<file path="config.mk">
export PLATFORM = sky130hd
export DESIGN_NAME = nvc_ctrl
export DESIGN_NICKNAME = d
export VERILOG_FILES = /design/src/hw/nvc_ctrl.v /design/src/hw/nvc_op_timer.v
export VERILOG_INCLUDE_DIRS = /design/src /design/src/shared
export SDC_FILE = /design/constraint.sdc
export NUM_CORES = 1
export LEC_CHECK = 0
export BUFFER_PORTS_ARGS = -buffer_cell sky130_fd_sc_hd__buf_4
export CORE_AREA = 2 2 185 187
export DETAILED_ROUTE_END_ITERATION = 16
export DIE_AREA = 0 0 187 189
export GPL_TIMING_DRIVEN = 0
export HOLD_SLACK_MARGIN = 0.03
export PLACE_DENSITY = 0.73
export SLEW_MARGIN = 0
export SYNTH_ARGS = -nofsm -noshare
export SYNTH_HDL_FRONTEND = slang
export SYNTH_SLANG_ARGS = --single-unit
</file>
<file path="constraint.sdc">
create_clock -name clk -period 3.15 [get_ports clk]
set_input_delay 0.63 -clock clk [delete_from_list [all_inputs] [get_ports clk]]
set_output_delay 0.63 -clock clk [all_outputs]
set_load 0.05 [all_outputs]
</file>
<file path="src/shared/nvc_defines.vh">
`ifndef NVC_DEFINES_VH
`define NVC_DEFINES_VH

// register byte offsets on the bus
`define NVC_OFS_CONTROL_REGISTER_A 8'h00
`define NVC_OFS_CONTROL_REGISTER_B 8'h04
`define NVC_OFS_STATUS 8'h08
`define NVC_OFS_KEY 8'h0C

// status bit positions
`define NVC_ST_FL_BUSY 0
`define NVC_ST_EE_BUSY 1
`define NVC_ST_BOOTED 2
`define NVC_ST_HALT 3

// protection key (value is arbitrary) and its instruction window
`define NVC_KEY 8'hA5
`define NVC_KEY_WINDOW 3'h4

// command codes; erase groups carry log2 of the span in bits 2:0
`define NVC_CMD_NO_ACTION 7'h00
`define NVC_CMD_FLASH_PROGRAM 7'h02
`define NVC_CMD_FLASH_ERASE_GRP 4'h1
`define NVC_CMD_EE_WRITE 7'h12
`define NVC_CMD_EE_ERASE_WRITE 7'h13
`define NVC_CMD_EE_ERASE_GRP 4'h3
`define NVC_CMD_WHOLE_CHIP_ERASE 7'h20
`define NVC_CMD_EEPROM_FULL_ERASE 7'h30
`define NVC_CMD_CLEAR 7'h7F
`define NVC_SPAN_MAX_LOG 3'h5

// array targets
`define NVC_TGT_FLASH 3'h0
`define NVC_TGT_EEPROM 3'h1
`define NVC_TGT_USER 3'h2
`define NVC_TGT_SIG 3'h3
`define NVC_TGT_FUSE 3'h4
`define NVC_TGT_NONE 3'h7

// array operations
`define NVC_OP_WRITE 3'h1
`define NVC_OP_ERASE 3'h2
`define NVC_OP_ERASE_WRITE 3'h3
`define NVC_OP_CHIP 3'h4
`define NVC_OP_EE_FULL 3'h5

// data-space map
`define NVC_DS_FLASH 16'h8000
`define NVC_DS_EE 16'h1400
`define NVC_EE_SIZE 16'h0200
`define NVC_DS_USER 16'h1080
`define NVC_USER_SIZE 16'h0020
`define NVC_DS_SIG 16'h1100
`define NVC_SIG_SIZE 16'h0080
`define NVC_DS_FUSE 16'h1050
`define NVC_FUSE_SIZE 16'h0008
`define NVC_FUSE_LAST 3'h7
`define NVC_PAGE_LSB 4'h9
`define NVC_USER_LSB 4'h5
`define NVC_USER_SPAN 6'h20

// operation times in ns, rounded up to clock cycles
`define NVC_CLK_PERIOD_NS 10
`define NVC_FL_WR_NS 40000
`define NVC_FL_ER_NS 8000000
`define NVC_EE_WR_NS 3000000
`define NVC_EE_ER_NS 3000000
`define NVC_EE_ERWR_NS 6000000
`define NVC_EE_FULL_NS 8000000
`define NVC_CYC_UP(ns) (((ns) + `NVC_CLK_PERIOD_NS - 1) / `NVC_CLK_PERIOD_NS)

`endif

</file>
<file path="src/hw/nvc_ctrl.v">
`timescale 1ns/1ns
`default_nettype none
`include "nvc_defines.vh"

// How it works
// - signature row reads only, writes rejected
// - user row untouched by whole-chip erase
// - port reads user row unlocked only; writes always when locked, by armed mode when unlocked
// - fuses loaded into config during start-up
// - flash at 0x0000 code, 0x8000 data
// - code address is extension bit 0 above pointer
// - code-space word writes ignore pointer bit 0
// - code read: bit 0 picks byte
// - target address latched when operation starts
// - data window selects 32 KB flash block
// - reads stall while write or erase runs
// - byte per data store, word per code write
// - erase up to 32 pages, fixed duration
// - eeprom byte erase up to 32, byte writes
// - user row page erase, byte write, locked page
// - fuses byte granular, programming port only
// - chip/eeprom erase immediate, others arm mode
// - eeprom reachable through data space only
// - command accepted within four instructions of key
// - armed command persists until the next accepted write
// - program mode: each flash or user row write programs
// - page erase per write; cpu halted
// - flash page holds 512 bytes
module nvc_ctrl #(
  parameter [23:0] FL_WR_CYC = `NVC_CYC_UP(`NVC_FL_WR_NS),
  parameter [23:0] FL_ER_CYC = `NVC_CYC_UP(`NVC_FL_ER_NS),
  parameter [23:0] EE_WR_CYC = `NVC_CYC_UP(`NVC_EE_WR_NS),
  parameter [23:0] EE_ER_CYC = `NVC_CYC_UP(`NVC_EE_ER_NS),
  parameter [23:0] EE_ERWR_CYC = `NVC_CYC_UP(`NVC_EE_ERWR_NS),
  parameter [23:0] EE_FULL_CYC = `NVC_CYC_UP(`NVC_EE_FULL_NS)
) (
  // clock and reset
  input wire clk,
  input wire rst_n,
  // register bus
  input wire hsel,
  input wire [31:0] haddr,
  input wire [1:0] htrans,
  input wire hwrite,
  input wire [2:0] hsize,
  input wire [31:0] hwdata,
  input wire hready,
  output reg [31:0] hrdata,
  output wire hreadyout,
  output wire hresp,
  // processor access
  input wire cpu_instr_done,
  input wire cpu_req,
  input wire cpu_code_space,
  input wire cpu_we,
  input wire [15:0] cpu_addr,
  input wire [7:0] cpu_ptr_ext,
  input wire [15:0] cpu_wdata,
  output reg [7:0] cpu_rdata,
  output reg cpu_ready,
  output wire cpu_halt,
  // programming port access
  input wire pp_req,
  input wire pp_we,
  input wire [15:0] pp_addr,
  input wire [7:0] pp_wdata,
  input wire dev_locked,
  output reg [7:0] pp_rdata,
  output reg pp_ready,
  // memory arrays
  output reg arr_start,
  output reg arr_rd,
  output reg [2:0] arr_target,
  output reg [2:0] arr_op,
  output reg [16:0] arr_addr,
  output reg [15:0] arr_wdata,
  output reg arr_word,
  output reg [5:0] arr_span,
  input wire [15:0] arr_rdata,
  // configuration from fuses
  output reg [63:0] fuse_cfg,
  output reg startup_done
);

  localparam [2:0] S_BOOT = 3'h0;
  localparam [2:0] S_IDLE = 3'h1;
  localparam [2:0] S_WAIT = 3'h2;
  localparam [2:0] S_RD1 = 3'h3;
  localparam [2:0] S_RD2 = 3'h4;
  localparam [2:0] S_ACK = 3'h5;

  // map a request address onto a target and its array address
  function [19:0] nvc_decode;
    input code;
    input [15:0] a;
    input [7:0] ext;
    input [1:0] w;
    begin
      if (code) begin
        nvc_decode = {`NVC_TGT_FLASH, ext[0], a};
      end else if (a >= `NVC_DS_FLASH) begin
        nvc_decode = {`NVC_TGT_FLASH, w, a[14:0]};
      end else if (a >= `NVC_DS_EE && a < `NVC_DS_EE + `NVC_EE_SIZE) begin
        nvc_decode = {`NVC_TGT_EEPROM, 8'h00, a[8:0]};
      end else if (a >= `NVC_DS_USER && a < `NVC_DS_USER + `NVC_USER_SIZE) begin
        nvc_decode = {`NVC_TGT_USER, 12'h000, a[4:0]};
      end else if (a >= `NVC_DS_SIG && a < `NVC_DS_SIG + `NVC_SIG_SIZE) begin
        nvc_decode = {`NVC_TGT_SIG, 10'h000, a[6:0]};
      end else if (a >= `NVC_DS_FUSE && a < `NVC_DS_FUSE + `NVC_FUSE_SIZE) begin
        nvc_decode = {`NVC_TGT_FUSE, 14'h0000, a[2:0]};
      end else begin
        nvc_decode = {`NVC_TGT_NONE, 17'h00000};
      end
    end
  endfunction

  // clear the address bits below a span boundary
  function [16:0] nvc_clear_low;
    input [16:0] a;
    input [3:0] n;
    begin
      nvc_clear_low = a & ~((17'h00001 << n) - 17'h00001);
    end
  endfunction

  reg [6:0] cmd;
  reg [1:0] win;
  reg [2:0] key_cnt;
  reg imm_pend;
  reg [2:0] imm_op;
  reg d_wr;
  reg [7:0] d_addr;
  reg [31:0] next_hrdata;
  reg [2:0] state;
  reg booting;
  reg [2:0] boot_idx;
  reg src_pp;
  reg cur_code;
  reg cur_we;
  reg [15:0] cur_addr;
  reg [7:0] cur_ext;
  reg [15:0] cur_wdata;
  reg fl_start;
  reg ee_start;
  reg [23:0] fl_load;
  reg [23:0] ee_load;
  reg fl_erasing;
  reg ee_full;
  reg w_ok;
  reg w_fl;
  reg [2:0] w_op;
  reg [16:0] w_addr;
  reg [5:0] w_span;
  reg w_word;
  reg [23:0] w_load;
  wire fl_busy_t;
  wire ee_busy_t;
  wire fl_busy;
  wire ee_busy;
  wire any_busy;
  wire [19:0] dec;
  wire [2:0] dec_tgt;
  wire [16:0] dec_addr;
  wire [7:0] rd_byte;
  wire imm_take;
  wire bus_sel;

  // a start pulse counts as busy so no second operation slips in
  assign fl_busy = fl_busy_t | fl_start;
  assign ee_busy = ee_busy_t | ee_start;
  assign any_busy = fl_busy | ee_busy;
  assign cpu_halt = (fl_busy & fl_erasing) | (ee_busy & ee_full);
  assign dec = nvc_decode(cur_code, cur_addr, cur_ext, win);
  assign dec_tgt = dec[19:17];
  assign dec_addr = dec[16:0];
  assign rd_byte = arr_addr[0] ? arr_rdata[15:8] : arr_rdata[7:0];
  assign imm_take = (state == S_IDLE) && imm_pend && !any_busy;
  assign bus_sel = hsel & hready & htrans[1];
  assign hreadyout = 1'b1;
  assign hresp = 1'b0;

  nvc_op_timer u_fl_tmr (
    .clk(clk),
    .rst_n(rst_n),
    .start(fl_start),
    .load(fl_load),
    .busy(fl_busy_t)
  );

  nvc_op_timer u_ee_tmr (
    .clk(clk),
    .rst_n(rst_n),
    .start(ee_start),
    .load(ee_load),
    .busy(ee_busy_t)
  );

  // register read mux, sampled in the address phase
  always @* begin
    case (haddr[7:0])
      `NVC_OFS_CONTROL_REGISTER_A: next_hrdata = {25'h0000000, cmd};
      `NVC_OFS_CONTROL_REGISTER_B: next_hrdata = {30'h00000000, win};
      `NVC_OFS_STATUS: next_hrdata = {28'h0000000, cpu_halt, startup_done, ee_busy, fl_busy};
      `NVC_OFS_KEY: next_hrdata = {29'h00000000, key_cnt};
      default: next_hrdata = 32'h00000000;
    endcase
  end

  // bus slave: zero wait, read data stands through the data phase
  always @(posedge clk or negedge rst_n) begin
    if (!rst_n) begin
      d_wr <= 1'b0;
      d_addr <= 8'h00;
      hrdata <= 32'h00000000;
    end else begin
      d_wr <= bus_sel & hwrite;
      if (bus_sel) begin
        d_addr <= haddr[7:0];
      end
      if (bus_sel && !hwrite) begin
        hrdata <= next_hrdata;
      end
    end
  end

  // control registers, key window and immediate erase request
  always @(posedge clk or negedge rst_n) begin
    if (!rst_n) begin
      cmd <= `NVC_CMD_NO_ACTION;
      win <= 2'h0;
      key_cnt <= 3'h0;
      imm_pend <= 1'b0;
      imm_op <= `NVC_OP_CHIP;
    end else begin
      if (d_wr && d_addr == `NVC_OFS_KEY && hwdata[7:0] == `NVC_KEY) begin
        key_cnt <= `NVC_KEY_WINDOW;
      end else if (cpu_instr_done && key_cnt != 3'h0) begin
        key_cnt <= key_cnt - 3'h1;
      end
      if (d_wr && d_addr == `NVC_OFS_CONTROL_REGISTER_B) begin
        win <= hwdata[1:0];
      end
      // command held until the next accepted write; a new request beats a take
      if (d_wr && d_addr == `NVC_OFS_CONTROL_REGISTER_A && key_cnt != 3'h0) begin
        cmd <= hwdata[6:0];
        if (hwdata[6:0] == `NVC_CMD_WHOLE_CHIP_ERASE) begin
          imm_pend <= 1'b1;
          imm_op <= `NVC_OP_CHIP;
        end else if (hwdata[6:0] == `NVC_CMD_EEPROM_FULL_ERASE) begin
          imm_pend <= 1'b1;
          imm_op <= `NVC_OP_EE_FULL;
        end else if (imm_take) begin
          imm_pend <= 1'b0;
        end
      end else if (imm_take) begin
        imm_pend <= 1'b0;
      end
    end
  end

  // what an array write does under the armed command
  always @* begin
    w_ok = 1'b0;
    w_fl = 1'b1;
    w_op = `NVC_OP_WRITE;
    w_addr = dec_addr;
    w_span = 6'h01;
    w_word = 1'b0;
    w_load = FL_WR_CYC;
    case (dec_tgt)
      `NVC_TGT_FLASH: begin
        if (cmd == `NVC_CMD_FLASH_PROGRAM) begin
          w_ok = 1'b1;
          w_word = cur_code;
          w_addr = cur_code ? {dec_addr[16:1], 1'b0} : dec_addr;
        end else if (cmd[6:3] == `NVC_CMD_FLASH_ERASE_GRP && cmd[2:0] <= `NVC_SPAN_MAX_LOG) begin
          w_ok = 1'b1;
          w_op = `NVC_OP_ERASE;
          w_addr = nvc_clear_low(dec_addr, `NVC_PAGE_LSB + {1'b0, cmd[2:0]});
          w_span = 6'h01 << cmd[2:0];
          w_load = FL_ER_CYC;
        end
      end
      `NVC_TGT_USER: begin
        if (src_pp && dev_locked) begin
          // locked port: first byte of the row erases the whole row first
          w_ok = 1'b1;
          if (dec_addr[4:0] == 5'h00) begin
            w_op = `NVC_OP_ERASE_WRITE;
            w_span = `NVC_USER_SPAN;
            w_load = FL_ER_CYC;
          end
        end else if (cmd == `NVC_CMD_FLASH_PROGRAM) begin
          w_ok = 1'b1;
        end else if (cmd[6:3] == `NVC_CMD_FLASH_ERASE_GRP && cmd[2:0] <= `NVC_SPAN_MAX_LOG) begin
          w_ok = 1'b1;
          w_op = `NVC_OP_ERASE;
          w_addr = nvc_clear_low(dec_addr, `NVC_USER_LSB);
          w_span = `NVC_USER_SPAN;
          w_load = FL_ER_CYC;
        end
      end
      `NVC_TGT_EEPROM, `NVC_TGT_FUSE: begin
        w_fl = 1'b0;
        w_load = EE_WR_CYC;
        // fuses follow the eeprom modes but never for the processor
        if (dec_tgt == `NVC_TGT_EEPROM || src_pp) begin
          if (cmd == `NVC_CMD_EE_WRITE) begin
            w_ok = 1'b1;
          end else if (cmd == `NVC_CMD_EE_ERASE_WRITE) begin
            w_ok = 1'b1;
            w_op = `NVC_OP_ERASE_WRITE;
            w_load = EE_ERWR_CYC;
          end else if (cmd[6:3] == `NVC_CMD_EE_ERASE_GRP && cmd[2:0] <= `NVC_SPAN_MAX_LOG) begin
            w_ok = 1'b1;
            w_op = `NVC_OP_ERASE;
            w_addr = nvc_clear_low(dec_addr, {1'b0, cmd[2:0]});
            w_span = 6'h01 << cmd[2:0];
            w_load = EE_ER_CYC;
          end
        end
      end
      default: begin
        w_ok = 1'b0;
      end
    endcase
  end

  // access sequencer: fuse load, request service, immediate erases
  always @(posedge clk or negedge rst_n) begin
    if (!rst_n) begin
      state <= S_BOOT;
      booting <= 1'b1;
      boot_idx <= 3'h0;
      src_pp <= 1'b0;
      cur_code <= 1'b0;
      cur_we <= 1'b0;
      cur_addr <= 16'h0000;
      cur_ext <= 8'h00;
      cur_wdata <= 16'h0000;
      fl_start <= 1'b0;
      ee_start <= 1'b0;
      fl_load <= 24'h000001;
      ee_load <= 24'h000001;
      fl_erasing <= 1'b0;
      ee_full <= 1'b0;
      arr_start <= 1'b0;
      arr_rd <= 1'b0;
      arr_target <= `NVC_TGT_NONE;
      arr_op <= `NVC_OP_WRITE;
      arr_addr <= 17'h00000;
      arr_wdata <= 16'h0000;
      arr_word <= 1'b0;
      arr_span <= 6'h01;
      cpu_rdata <= 8'h00;
      cpu_ready <= 1'b0;
      pp_rdata <= 8'h00;
      pp_ready <= 1'b0;
      fuse_cfg <= 64'h0000000000000000;
      startup_done <= 1'b0;
    end else begin
      arr_start <= 1'b0;
      arr_rd <= 1'b0;
      fl_start <= 1'b0;
      ee_start <= 1'b0;
      cpu_ready <= 1'b0;
      pp_ready <= 1'b0;
      case (state)
        S_BOOT: begin
          arr_rd <= 1'b1;
          arr_target <= `NVC_TGT_FUSE;
          arr_addr <= {14'h0000, boot_idx};
          state <= S_RD1;
        end
        S_IDLE: begin
          if (imm_take) begin
            arr_start <= 1'b1;
            arr_op <= imm_op;
            arr_addr <= 17'h00000;
            arr_span <= 6'h01;
            ee_start <= 1'b1;
            ee_load <= EE_FULL_CYC;
            ee_full <= 1'b1;
            if (imm_op == `NVC_OP_CHIP) begin
              // chip operation covers flash and eeprom, the user row is kept
              arr_target <= `NVC_TGT_FLASH;
              fl_start <= 1'b1;
              fl_load <= FL_ER_CYC;
              fl_erasing <= 1'b1;
            end else begin
              arr_target <= `NVC_TGT_EEPROM;
            end
          end else if (pp_req && !pp_ready) begin
            src_pp <= 1'b1;
            cur_code <= 1'b0;
            cur_we <= pp_we;
            cur_addr <= pp_addr;
            cur_ext <= 8'h00;
            cur_wdata <= {8'h00, pp_wdata};
            state <= S_WAIT;
          end else if (cpu_req && !cpu_ready) begin
            src_pp <= 1'b0;
            cur_code <= cpu_code_space;
            cur_we <= cpu_we;
            cur_addr <= cpu_addr;
            cur_ext <= cpu_ptr_ext;
            cur_wdata <= cpu_wdata;
            state <= S_WAIT;
          end
        end
        S_WAIT: begin
          // the request is held here while any operation runs
          if (!any_busy) begin
            if (!cur_we) begin
              if (dec_tgt == `NVC_TGT_NONE || (src_pp && dev_locked && dec_tgt == `NVC_TGT_USER)) begin
                pp_rdata <= 8'h00;
                state <= S_ACK;
              end else begin
                arr_rd <= 1'b1;
                arr_target <= dec_tgt;
                arr_addr <= dec_addr;
                state <= S_RD1;
              end
            end else begin
              if (w_ok) begin
                arr_start <= 1'b1;
                arr_target <= dec_tgt;
                arr_op <= w_op;
                arr_addr <= w_addr;
                arr_span <= w_span;
                arr_word <= w_word;
                arr_wdata <= w_word ? cur_wdata : {8'h00, cur_wdata[7:0]};
                if (w_fl) begin
                  fl_start <= 1'b1;
                  fl_load <= w_load;
                  fl_erasing <= (w_op != `NVC_OP_WRITE);
                end else begin
                  ee_start <= 1'b1;
                  ee_load <= w_load;
                  ee_full <= 1'b0;
                end
              end
              state <= S_ACK;
            end
          end
        end
        S_RD1: begin
          state <= S_RD2;
        end
        S_RD2: begin
          if (booting) begin
            fuse_cfg[{boot_idx, 3'h0} +: 8] <= rd_byte;
            boot_idx <= boot_idx + 3'h1;
            if (boot_idx == `NVC_FUSE_LAST) begin
              booting <= 1'b0;
              startup_done <= 1'b1;
              state <= S_IDLE;
            end else begin
              state <= S_BOOT;
            end
          end else begin
            if (src_pp) begin
              pp_rdata <= rd_byte;
            end else begin
              cpu_rdata <= rd_byte;
            end
            state <= S_ACK;
          end
        end
        S_ACK: begin
          pp_ready <= src_pp;
          cpu_ready <= !src_pp;
          state <= S_IDLE;
        end
        default: begin
          state <= S_IDLE;
        end
      endcase
    end
  end

endmodule

`default_nettype wire

</file>
<file path="src/hw/nvc_op_timer.v">
`timescale 1ns/1ns
`default_nettype none

module nvc_op_timer (
  // clock and reset
  input wire clk,
  input wire rst_n,
  // operation start and length in cycles (at least one)
  input wire start,
  input wire [23:0] load,
  // operation in progress
  output reg busy
);

  reg [23:0] cnt;

  // down counter; a start while busy is not expected, the controller waits
  always @(posedge clk or negedge rst_n) begin
    if (!rst_n) begin
      cnt <= 24'h000000;
      busy <= 1'b0;
    end else if (start) begin
      cnt <= load;
      busy <= 1'b1;
    end else if (busy) begin
      cnt <= cnt - 24'h000001;
      if (cnt <= 24'h000001) begin
        busy <= 1'b0;
      end
    end
  end

endmodule

`default_nettype wire

</file>
==> results of run 1 <==
[worst max path at each step]
stage                               from                   endpoint  slack (ns)  cells after the start
finish              state[2]$_DFFE_PN0P_    arr_addr[4]$_DFFE_PN0P_        0.10                     10
global route        state[2]$_DFFE_PN0P_    arr_addr[3]$_DFFE_PN0P_        0.01                     10
CTS                 cur_code$_DFFE_PN0P_   arr_wdata[6]$_DFFE_PN0P_        0.06                      9
detailed placement    cmd[5]$_DFFE_PN0P_    ee_load[13]$_DFFE_PN0P_        0.03                      7
global placement                   rst_n  cur_wdata[15]$_DFFE_PN0P_       -0.90                      1
floorplan             cmd[1]$_DFFE_PN0P_    arr_addr[2]$_DFFE_PN0P_        0.66                     11
[synthesized netlist by cell type (12+ instances only)]
cell type / n
a21oi_1: 61
a31oi_1: 35
and3_1: 13
buf_4: 27
clkbuf_1: 55
dfrtp_1: 272
ha_1: 16
inv_1: 25
mux2_2: 53
mux2i_1: 14
nand2_1: 217
nand2b_1: 12
nand3_1: 27
nor2_1: 158
nor2b_1: 13
nor3_1: 29
nor4_1: 18
o21ai_0: 80
xnor2_1: 29
xor2_1: 17
[area by class of cell]
class	count	share of cell area [%]
Inverter	25	0.5622
Timing Repair Buffer	241	11.12
Tap cell	448	3.358
Multi-Input combinational cell	969	33.96
Buffer	94	2.803
Clock buffer	45	5.442
Sequential cell	280	42.04
Clock inverter	11	0.7196
[kinds of logic (layout without fill, tap and decap cells)]
logic type | Yosys count | after routing | synth area share (%)
muxes | 69 | 69 | 5.956
xor gates and xnor gates | 46 | 46 | 3.068
adders and majority gates | 16 | 16 | 1.525
and+or+nand+nor | 554 | 554 | 19.71
DFF | 280 | 280 | 53.44
AOI/OAI and AO/OA | 256 | 256 | 11.95
buffers and inverters | 120 | 416 | 4.298
other | 2 | 28 | 0.05720
[registers in the layout, indices dropped and copies added, names as in the netlist, 11 cells and up]
register	flops
arr_addr	17
cur_addr	16
ee_load	11
fl_load	11
cur_wdata	16
u_fl_tmr.cnt	24
u_ee_tmr.cnt	24
fuse_cfg	64
arr_wdata	16
[layer usage]
layer  vias to the layer above  track usage (%)  routed length (um)  part of all wire [%]
met5                         -                0                   0                     0
met4                         0            6.166                 994                   2.7
met3                        60            3.596                2053                   5.6
met2                       292            34.27               17860                    49
met1                      5348            27.24               15860                    43
li1                       5191                -                   -                     -
[power groups by stage]
stage / logic, uW / clock network (uW) / registers (uW)
2_1_floorplan: 1670 / 0 / 5060
3_3_place_gp: 3340 / 0 / 4490
3_5_place_dp: 3380 / 0 / 4520
4_1_cts: 3390 / 3690 / 4460
5_1_grt: 3670 / 3810 / 4540
6_report: 3410 / 3620 / 4480
[timing repair]
item | 4_1_cts | 5_1_grt
hold endpoints to repair | 0 | 0
setup endpoints to repair | 1 | 53
gates resized for setup | 1 | 5
[per-stage QoR]
step | power (uW) | setup WS [ns] | cells | hold slack (ns)
floorplan | 6729 | 0.6587 | 1369 | 0.3344
global placement | 7830 | -0.8951 | 2056 | 0.4513
detailed placement | 7903 | 0.02958 | 2058 | 0.4550
CTS | 11550 | 0.06445 | 2114 | 0.03541
global route | 12020 | 0.01008 | 2113 | 0.06976
finish | 11510 | 0.1032 | 2113 | 0.02671
[worst reg2reg max path, cell delays in order, from the launching register on]
cell      delay [ns]
dfrtp_1         0.35
buf_2           0.18
nor3b_1         0.28
clkbuf_1        0.45
nand2_1         0.19
a31oi_1         0.26
o21ai_0         0.27
o21ai_0         0.15
a21o_1          0.14
buf_2           0.29
mux2_2          0.38
==> results.cfg, run 1 <==
[flow_run]
cap_violations = 0

[sta]
fin_skew_ns = 0.02017
finalSetupTns_ns = 0
maxSlewHeadroom_pct = 13.82
rsz0062_at_grt = no
finalHoldViolCount = 0
fmax_mhz = 328.2
fin_crit_ns = 3.047
tightest_slew_ns = 1.257
report.final.slew_viol_count = 0
fin_crit_sh_pct = 96.72
finalSetupViolations = 0

[critical_path]
critical-path-top-delay-family = buffers and inverters
worstSetupStartpointType = register
crit_fanout = 10
critPathRequiredTime_ns = 3.59
crit_chain = buf_2 -> nor3b_1 -> clkbuf_1 -> nand2_1 -> a31oi_1 -> o21ai_0 -> o21ai_0 -> a21o_1 -> buf_2 -> mux2_2
crit_buf_inv = 3
slowest_stage = clkbuf_1
r2r-end = arr_addr[4]$_DFFE_PN0P_
endpoint_kind = register
r2r_cells = 10
critPathKind = register to register
cp_slowest_stage_delay_ns = 0.45
worstReg2RegStart = state[2]$_DFFE_PN0P_
rrSetupSlack_ns = 0.10
crit_arrival_ns = 3.48

[power]
p_leak_uw = 0.007780
pwr-share-seq_pct = 38.9
p_sw_uw = 4126
p_int_uw = 7385
powerDensity_mw_per_mm2 = 689.6
p_sw_share_pct = 35.84
comb_power_share_pct = 29.6
ir_worst_vdd_v = 0.0004029
clkPwrFrac_pct = 31.5

[detailed_routing]
vias = 10890
drc_errors = 0
drt-pass1-iter-count = 5
wirelength_um = 36770
antenna_left = 0
drt_iter0_markers = 843
wl_per_cell_um = 17.40
via_per_inst = 5.154

[place]
place.gp.congestion = 0.9328
dpl.hpwl_um = 26830
port_buffers = 239
place_area_mm2 = 0.01565

[min_path]
hold_path.class = primary input to asynchronous set/reset pin

[yosys]
synthCells = 1343
ys_seq_area_share_pct = 53.44
ys.flop_type = dfrtp_1
yosys-top-cells-area = dfrtp_1 (52%), nand2_1 (6.2%), mux2_2 (4.5%)
yosysWarnings = 0
synth_seq_cells = 280
ys_async_sr_fraction_pct = 100.0
yosys.area.top_type = dfrtp_1
synth_top_area_share_pct = 51.84
syn_area_per_cell_um2 = 9.777
syn-cell-area_mm2 = 0.01313
synth_edf_count = 0
synth.distinct_cells = 72

[grt]
overflow = 0
grtUsageTotal_pct = 20.46
first_global_vias = 10730
antenna_found_initial = 0
grt_max_degree = 115
grt_pass1_wl_um = 58520

[final_layout]
multiInputGateArea_mm2 = 0.005668
final_cell_mix = dfrtp_1 (272), buf_4 (265), nand2_1 (217), nor2_1 (158), o21ai_0 (80)
num-fill-cells = 3003
diodes = 0
final_common_cell = dfrtp_1
nets = 1818
drive_gt1_share_pct = 25.23
fin_area_mm2 = 0.01669
regArea_mm2 = 0.007017
syn_to_final_growth_pct = 27.13
final_core_util_pct = 50.16

[clock_tree]
cts_tree = done
clk_path_buf_depth = 3
h-tree-depth = 1
clock_sinks = 280
postCtsHoldBufs = 0
post_cts_buffers = 0
clk_latency_ns = 0.57
cts_buffers = 30
root_buffer = clkbuf_16
clk_pin_slew_ns = 0.07

[die]
rows = 67
start_util_pct = 39.45
core_area_mm2 = 0.03328
die_w_um = 187
ios = 327
die-area_mm2 = 0.03534
die_h_um = 189

[status]
status = complete, no violations
Note: power is estimated with default switching activity, not from simulation.
==> run 2, diff against run 1 <==
--- a/config.mk
+++ b/config.mk
@@ -7,13 +7,15 @@
 export NUM_CORES = 1
 export LEC_CHECK = 0
 export BUFFER_PORTS_ARGS = -buffer_cell sky130_fd_sc_hd__buf_4
-export CORE_AREA = 2 2 185 187
+export CORE_AREA = 2 2 165 167
 export DETAILED_ROUTE_END_ITERATION = 16
-export DIE_AREA = 0 0 187 189
+export DIE_AREA = 0 0 167 169
 export GPL_TIMING_DRIVEN = 0
 export HOLD_SLACK_MARGIN = 0.03
-export PLACE_DENSITY = 0.73
+export PLACE_DENSITY = 0.88
+export REMOVE_ABC_BUFFERS = 1
 export SLEW_MARGIN = 0
 export SYNTH_ARGS = -nofsm -noshare
 export SYNTH_HDL_FRONTEND = slang
+export SYNTH_HIERARCHICAL = 1
 export SYNTH_SLANG_ARGS = --single-unit
==> run 2 against run 1 <==
Design area is 1.1% lower. Count of clock-buffer cells in the layout down 3. Combinational power up 9.7%. Sequential power up 10%. Non-clock buffer count decreased by 86. Critical endpoint is now arr_span[2]$_DFFE_PN0P_. Synthesized cell count increased by 4.6%.
==> results.cfg, run 2 <==
[power]
p_leak_uw = 0.007365
powerDensity_mw_per_mm2 = 726.4
ir_worst_vdd_v = 0.0005394

[die]
die_w_um = 167
die_h_um = 169
die-area_mm2 = 0.02822
core_area_mm2 = 0.02650
ios = 327
start_util_pct = 51.13
rows = 60

[detailed_routing]
wirelength_um = 36380
antenna_left = 0
drt_iter0_markers = 981
via_per_inst = 5.758
vias = 11440
drc_errors = 0
drt-pass1-iter-count = 5
wl_per_cell_um = 18.31

[critical_path]
critPathRequiredTime_ns = 3.58
r2r_cells = 7
slowest_stage = nor3_4
worstReg2RegStart = cur_addr[11]$_DFFE_PN0P_
crit_chain = nor3_4 -> nand3_1 -> nor2_4 -> a32o_2 -> nand4_4 -> nand2_4 -> mux2_2
endpoint_kind = register
endpoint = arr_span[2]$_DFFE_PN0P_
cp_slowest_stage_delay_ns = 0.47
critPathKind = register to register
crit_arrival_ns = 3.51
crit_fanout = 16
critPathLaunch = cur_addr[11]$_DFFE_PN0P_
worstSetupStartpointType = register
r2r-end = arr_span[2]$_DFFE_PN0P_
rrSetupSlack_ns = 0.07

[sta]
fin_skew_ns = 0.01451
finalSetupTns_ns = 0
maxSlewHeadroom_pct = 15.03
rsz0062_at_grt = yes
finalSetupViolations = 0
tightest_slew_ns = 1.239
fmax_mhz = 324.6
fin_crit_sh_pct = 97.80
finalHoldViolCount = 0
report.final.slew_viol_count = 0
fin_crit_ns = 3.081

[final_layout]
regMostFlops = fuse_cfg
nets = 1799
final_core_util_pct = 62.28
stdcell_count = 1987
fin_area_mm2 = 0.01650
final_common_cell = dfrtp_1
diodes = 0
reg.largest.list = fuse_cfg: 64 flops, u_ee_tmr/cnt: 24 flops, u_fl_tmr/cnt: 24 flops
largest_reg_flops = 64
drive_gt1_share_pct = 23.88
syn_to_final_growth_pct = 21.80
final_cell_mix = dfrtp_1 (269), buf_4 (243), nand2_1 (230), nor2_1 (136), o21ai_0 (100)

[grt]
grtUsageTotal_pct = 25.39
first_global_vias = 11400
overflow = 0
grt_max_degree = 118
grt_pass1_wl_um = 58990
antenna_found_initial = 0

[place]
placedCellCount = 1929
place_area_mm2 = 0.01547
dpl.hpwl_um = 25210
port_buffers = 240
place.gp.congestion = 0.9632

[yosys]
ys_async_sr_fraction_pct = 100.0
ys.flop_type = dfrtp_1
syn_area_per_cell_um2 = 9.644
synth_seq_cells = 280
synth_edf_count = 0
yosysWarnings = 6
synth_top_area_share_pct = 50.24
synth_common_cells = dfrtp_1 (272), nand2_1 (231), nor2_1 (137)
ys_seq_area_share_pct = 51.79
synth.distinct_cells = 90
syn-cell-area_mm2 = 0.01355
yosys.area.top_type = dfrtp_1
synth.most_common_cell = dfrtp_1
yosys-top-cells-area = dfrtp_1 (50%), nand2_1 (6.4%), nor2_1 (3.8%)
synthCells = 1405

[clock_tree]
clk_path_buf_depth = 3
clk_pin_slew_ns = 0.06
postCtsHoldBufs = 0
clk_latency_ns = 0.55
cts_buffers = 28
root_buffer = clkbuf_16
clock_sinks = 280
h-tree-depth = 1
cts_tree = done

[status]
status = complete, no violations

[flow_run]
cap_violations = 0

[min_path]
hold_path.class = primary input to asynchronous set/reset pin
## run 2: area by class of cell
class                      count  area, um^2
inverter                      32       122.6
tap                          341       426.7
clock inverter                10       83.83
sequential                   280        7020
clock buffer                  42       834.6
timing repair buffer         249        1934
multi-input combinational   1033        6081
fill                        2072        9997
## run 2: cells by family (layout without fill, tap and decap cells)
| family | Yosys count | count (layout) | share of synthesized area [%] |
|---|---|---|---|
| mux | 46 | 46 | 3.962 |
| xor+xnor | 23 | 23 | 1.487 |
| compound gates | 326 | 327 | 15.63 |
| fa+ha+maj | 14 | 14 | 1.293 |
| simple gates | 574 | 575 | 20.44 |
| flops | 280 | 280 | 51.79 |
| other cells | 2 | 48 | 0.05543 |
| buf+inv | 140 | 333 | 5.347 |
## run 2: per-stage QoR
stage	total power [uW]	setup WS [ns]	hold slack, ns
floorplan	7248	0.1128	0.3344
global placement	8398	-0.8548	0.4487
detailed placement	8573	-0.9847	0.4526
CTS	11940	0.002788	0.05082
global route	12570	-0.02046	0.06293
finish	11990	0.06936	0.03144
## run 2: worst min-delay path by stage
stage / from / endpoint / slack, ns / cells after the start
finish: rst_n / fuse_cfg[31]$_DFFE_PN0P_ / 0.03 / 1
detailed placement: ee_load[8]$_DFFE_PN0P_ / ee_load[8]$_DFFE_PN0P_ / 0.45 / 1
global placement: cur_wdata[8]$_DFFE_PN0P_ / cur_wdata[8]$_DFFE_PN0P_ / 0.45 / 2
floorplan: rst_n / arr_addr[0]$_DFFE_PN0P_ / 0.33 / 0
CTS: rst_n / fuse_cfg[31]$_DFFE_PN0P_ / 0.05 / 1
global route: rst_n / fuse_cfg[31]$_DFFE_PN0P_ / 0.06 / 1
## run 2: what timing repair did
item / in CTS / in global routing
endpoints found under the setup margin: 49 / 20
gates cloned: 1 / 1
resized for setup: 7 / 7
buffers inserted: 4 / 0
pin swaps: 1 / 2
## run 2: layer usage
metal | up-vias | routed length [um] | global-route usage, %
li1 | 5330 | - | -
met1 | 5525 | 14700 | 32.74
met2 | 462 | 17820 | 42.21
met3 | 125 | 2192 | 4.022
met4 | 0 | 1666 | 12.14
met5 | - | 0 | 0
## run 2: worst max-delay path, delay by kind of cell, from the launching register on
kind / cells / cell delay, ns
AND/OR/NAND/NOR: 5 / 1.74
AO/OA/AOI/OAI: 1 / 0.43
flip-flops: 1 / 0.42
multiplexers: 1 / 0.36
## run 2: power breakdown
| part | switching, uW | internal [uW] |
|---|---|---|
| Sequential | 706 | 4220 |
| Clock | 1410 | 1910 |
| Combinational | 2520 | 1220 |
==> run 3, diff against run 2 <==
--- a/config.mk
+++ b/config.mk
@@ -13,6 +13,7 @@
 export GPL_TIMING_DRIVEN = 0
 export HOLD_SLACK_MARGIN = 0.03
 export PLACE_DENSITY = 0.88
+export RECOVER_POWER = 100
 export REMOVE_ABC_BUFFERS = 1
 export SLEW_MARGIN = 0
 export SYNTH_ARGS = -nofsm -noshare
==> run 3 against run 2 <==
Clock skew is 0.00059 ns lower. Count of clock-buffer cells in the layout stayed put. The run now ends with max-capacitance violations, max-slew violations left. Worst setup slack better by 0.030 ns. Largest cell class unchanged.
==> results.cfg, run 3 (synthesis gave the netlist of run 2 again) <==
[final_layout]
final_cell_mix = dfrtp_1 (269), nand2_1 (231), clkbuf_1 (147), nor2_1 (136), buf_4 (102)
syn_to_final_growth_pct = 17.27
fin_area_mm2 = 0.01589
drive_gt1_share_pct = 14.76
final_common_cell = dfrtp_1
regArea_mm2 = 0.007020
regMostFlops = fuse_cfg
reg.largest.list = fuse_cfg: 64 flops, u_ee_tmr/cnt: 24 flops, u_fl_tmr/cnt: 24 flops
nets = 1799
largest_reg_flops = 64
multiInputGateArea_mm2 = 0.006028
stdcell_count = 1987
diodes = 0
final_core_util_pct = 59.96
num-fill-cells = 2251

[critical_path]
worstSetupStartpointType = register
endpoint_kind = register
critPathKind = register to register
crit_fanout = 16
r2r_cells = 7
crit_arrival_ns = 3.48
critPathRequiredTime_ns = 3.58

[detailed_routing]
antenna_left = 0
drc_errors = 0
wirelength_um = 36410
wl_per_cell_um = 18.33
via_per_inst = 5.768
drt_iter0_markers = 1017
drt-pass1-iter-count = 6
vias = 11460

[grt]
antenna_found_initial = 0
grt_max_degree = 118
first_global_vias = 11400
grt_pass1_wl_um = 58990
overflow = 0
grtUsageTotal_pct = 25.39

[min_path]
hold_path.class = primary input to register
holdPathStages = 3

[sta]
worst_slack_ns = 0.09954
fin_skew_ns = 0.01392
maxSlewHeadroom_pct = -16.15
fmax_mhz = 327.8
fin_crit_sh_pct = 96.84
finalHoldViolCount = 0
finalSetupViolations = 0
report.final.slew_viol_count = 68
tightest_slew_ns = 1.742
rsz0062_at_grt = yes
fin_crit_ns = 3.050

[power]
power.total_uw = 11760
ir_worst_vdd_v = 0.0005101
powerDensity_mw_per_mm2 = 740.4
p_leak_uw = 0.006839

[clock_tree]
clock_sinks = 280
clk_path_buf_depth = 3
cts_tree = done
h-tree-depth = 1
clk_pin_slew_ns = 0.06
root_buffer = clkbuf_16
postCtsHoldBufs = 0
clk_latency_ns = 0.55
cts_buffers = 28

[die]
die_h_um = 169
start_util_pct = 51.13
die-area_mm2 = 0.02822
die_w_um = 167
ios = 327
core_area_mm2 = 0.02650
rows = 60

[place]
port_buffers = 240
place_area_mm2 = 0.01547
place.gp.congestion = 0.9632
dpl.hpwl_um = 25210
dp_slack_ns = -0.9847
placedCellCount = 1929

[status]
violations = max-capacitance violations, max-slew violations
status = complete, but fails checks

[flow_run]
cap_violations = 1
==> run 3: changes by cell type in the layout (fill, tap and decap cells not counted), sizes merged <==
cell	change
buf	-144
clkbuf	+144
==> run 3: metrics by stage <==
| stage | setup TNS (ns) | hold WS (ns) |
|---|---|---|
| after floorplan | 0 | 0.3344 |
| after global placement | -275.03 | 0.4487 |
| after detailed placement | -20.30 | 0.4526 |
| after CTS | 0 | 0.05082 |
| after global routing | -0.06587 | 0.3003 |
| final | 0 | 0.3015 |
==> run 3: path summary, 6_finish.rpt <==
path	startpoint	end	slack [ns]
setup / recovery	cur_addr[11]$_DFFE_PN0P_	arr_span[2]$_DFFE_PN0P_	0.1
min in group asynchronous	rst_n	fuse_cfg[31]$_DFFE_PN0P_	0.53
setup reg to reg	cur_addr[11]$_DFFE_PN0P_	arr_span[2]$_DFFE_PN0P_	0.1
max in group asynchronous	rst_n	arr_addr[7]$_DFFE_PN0P_	0.82
hold reg to reg	cur_ext[0]$_DFFE_PN0P_	cur_ext[0]$_DFFE_PN0P_	0.46
hold / removal	cpu_wdata[13]	cur_wdata[13]$_DFFE_PN0P_	0.30
==> run 3: layer usage <==
layer  global-route usage, %  part of all wire (%)
met3                   4.022                   6.2
met2                   42.21                    49
met1                   32.74                    40
met4                   12.14                   4.8
met5                       0                     0
==> run 3: report_power, final <==
part | leakage [uW] | switching (uW) | internal [uW]
Sequential | 0.00323 | 692 | 4220
Combinational | 0.00316 | 2520 | 1020
Clock | 0.000451 | 1410 | 1910
Total | 0.00684 | 4620 | 7150
==> run 3: final cells by class <==
cell class                 instances  area share [%]
multi-input combinational       1033           37.94
tap                              341           2.685
inverter                          32          0.7717
sequential                       280           44.18
timing repair buffer             249           8.638
clock buffer                      42           5.252
clock inverter                    10          0.5276
==> run 3: what timing repair did <==
item / in CTS / in global routing
resized for setup: 7 / 7
gates cloned: 1 / 1
pin swaps: 1 / 2
setup endpoints to repair: 49 / 20
buffers inserted: 4 / 0
==> run 3: worst max-delay path: stages (launching register included) <==
cell	delay [ns]
dfrtp_1	0.42
nor3_4	0.46
nand3_1	0.21
nor2_4	0.31
a32o_2	0.44
nand4_4	0.44
nand2_4	0.29
mux2_2	0.36
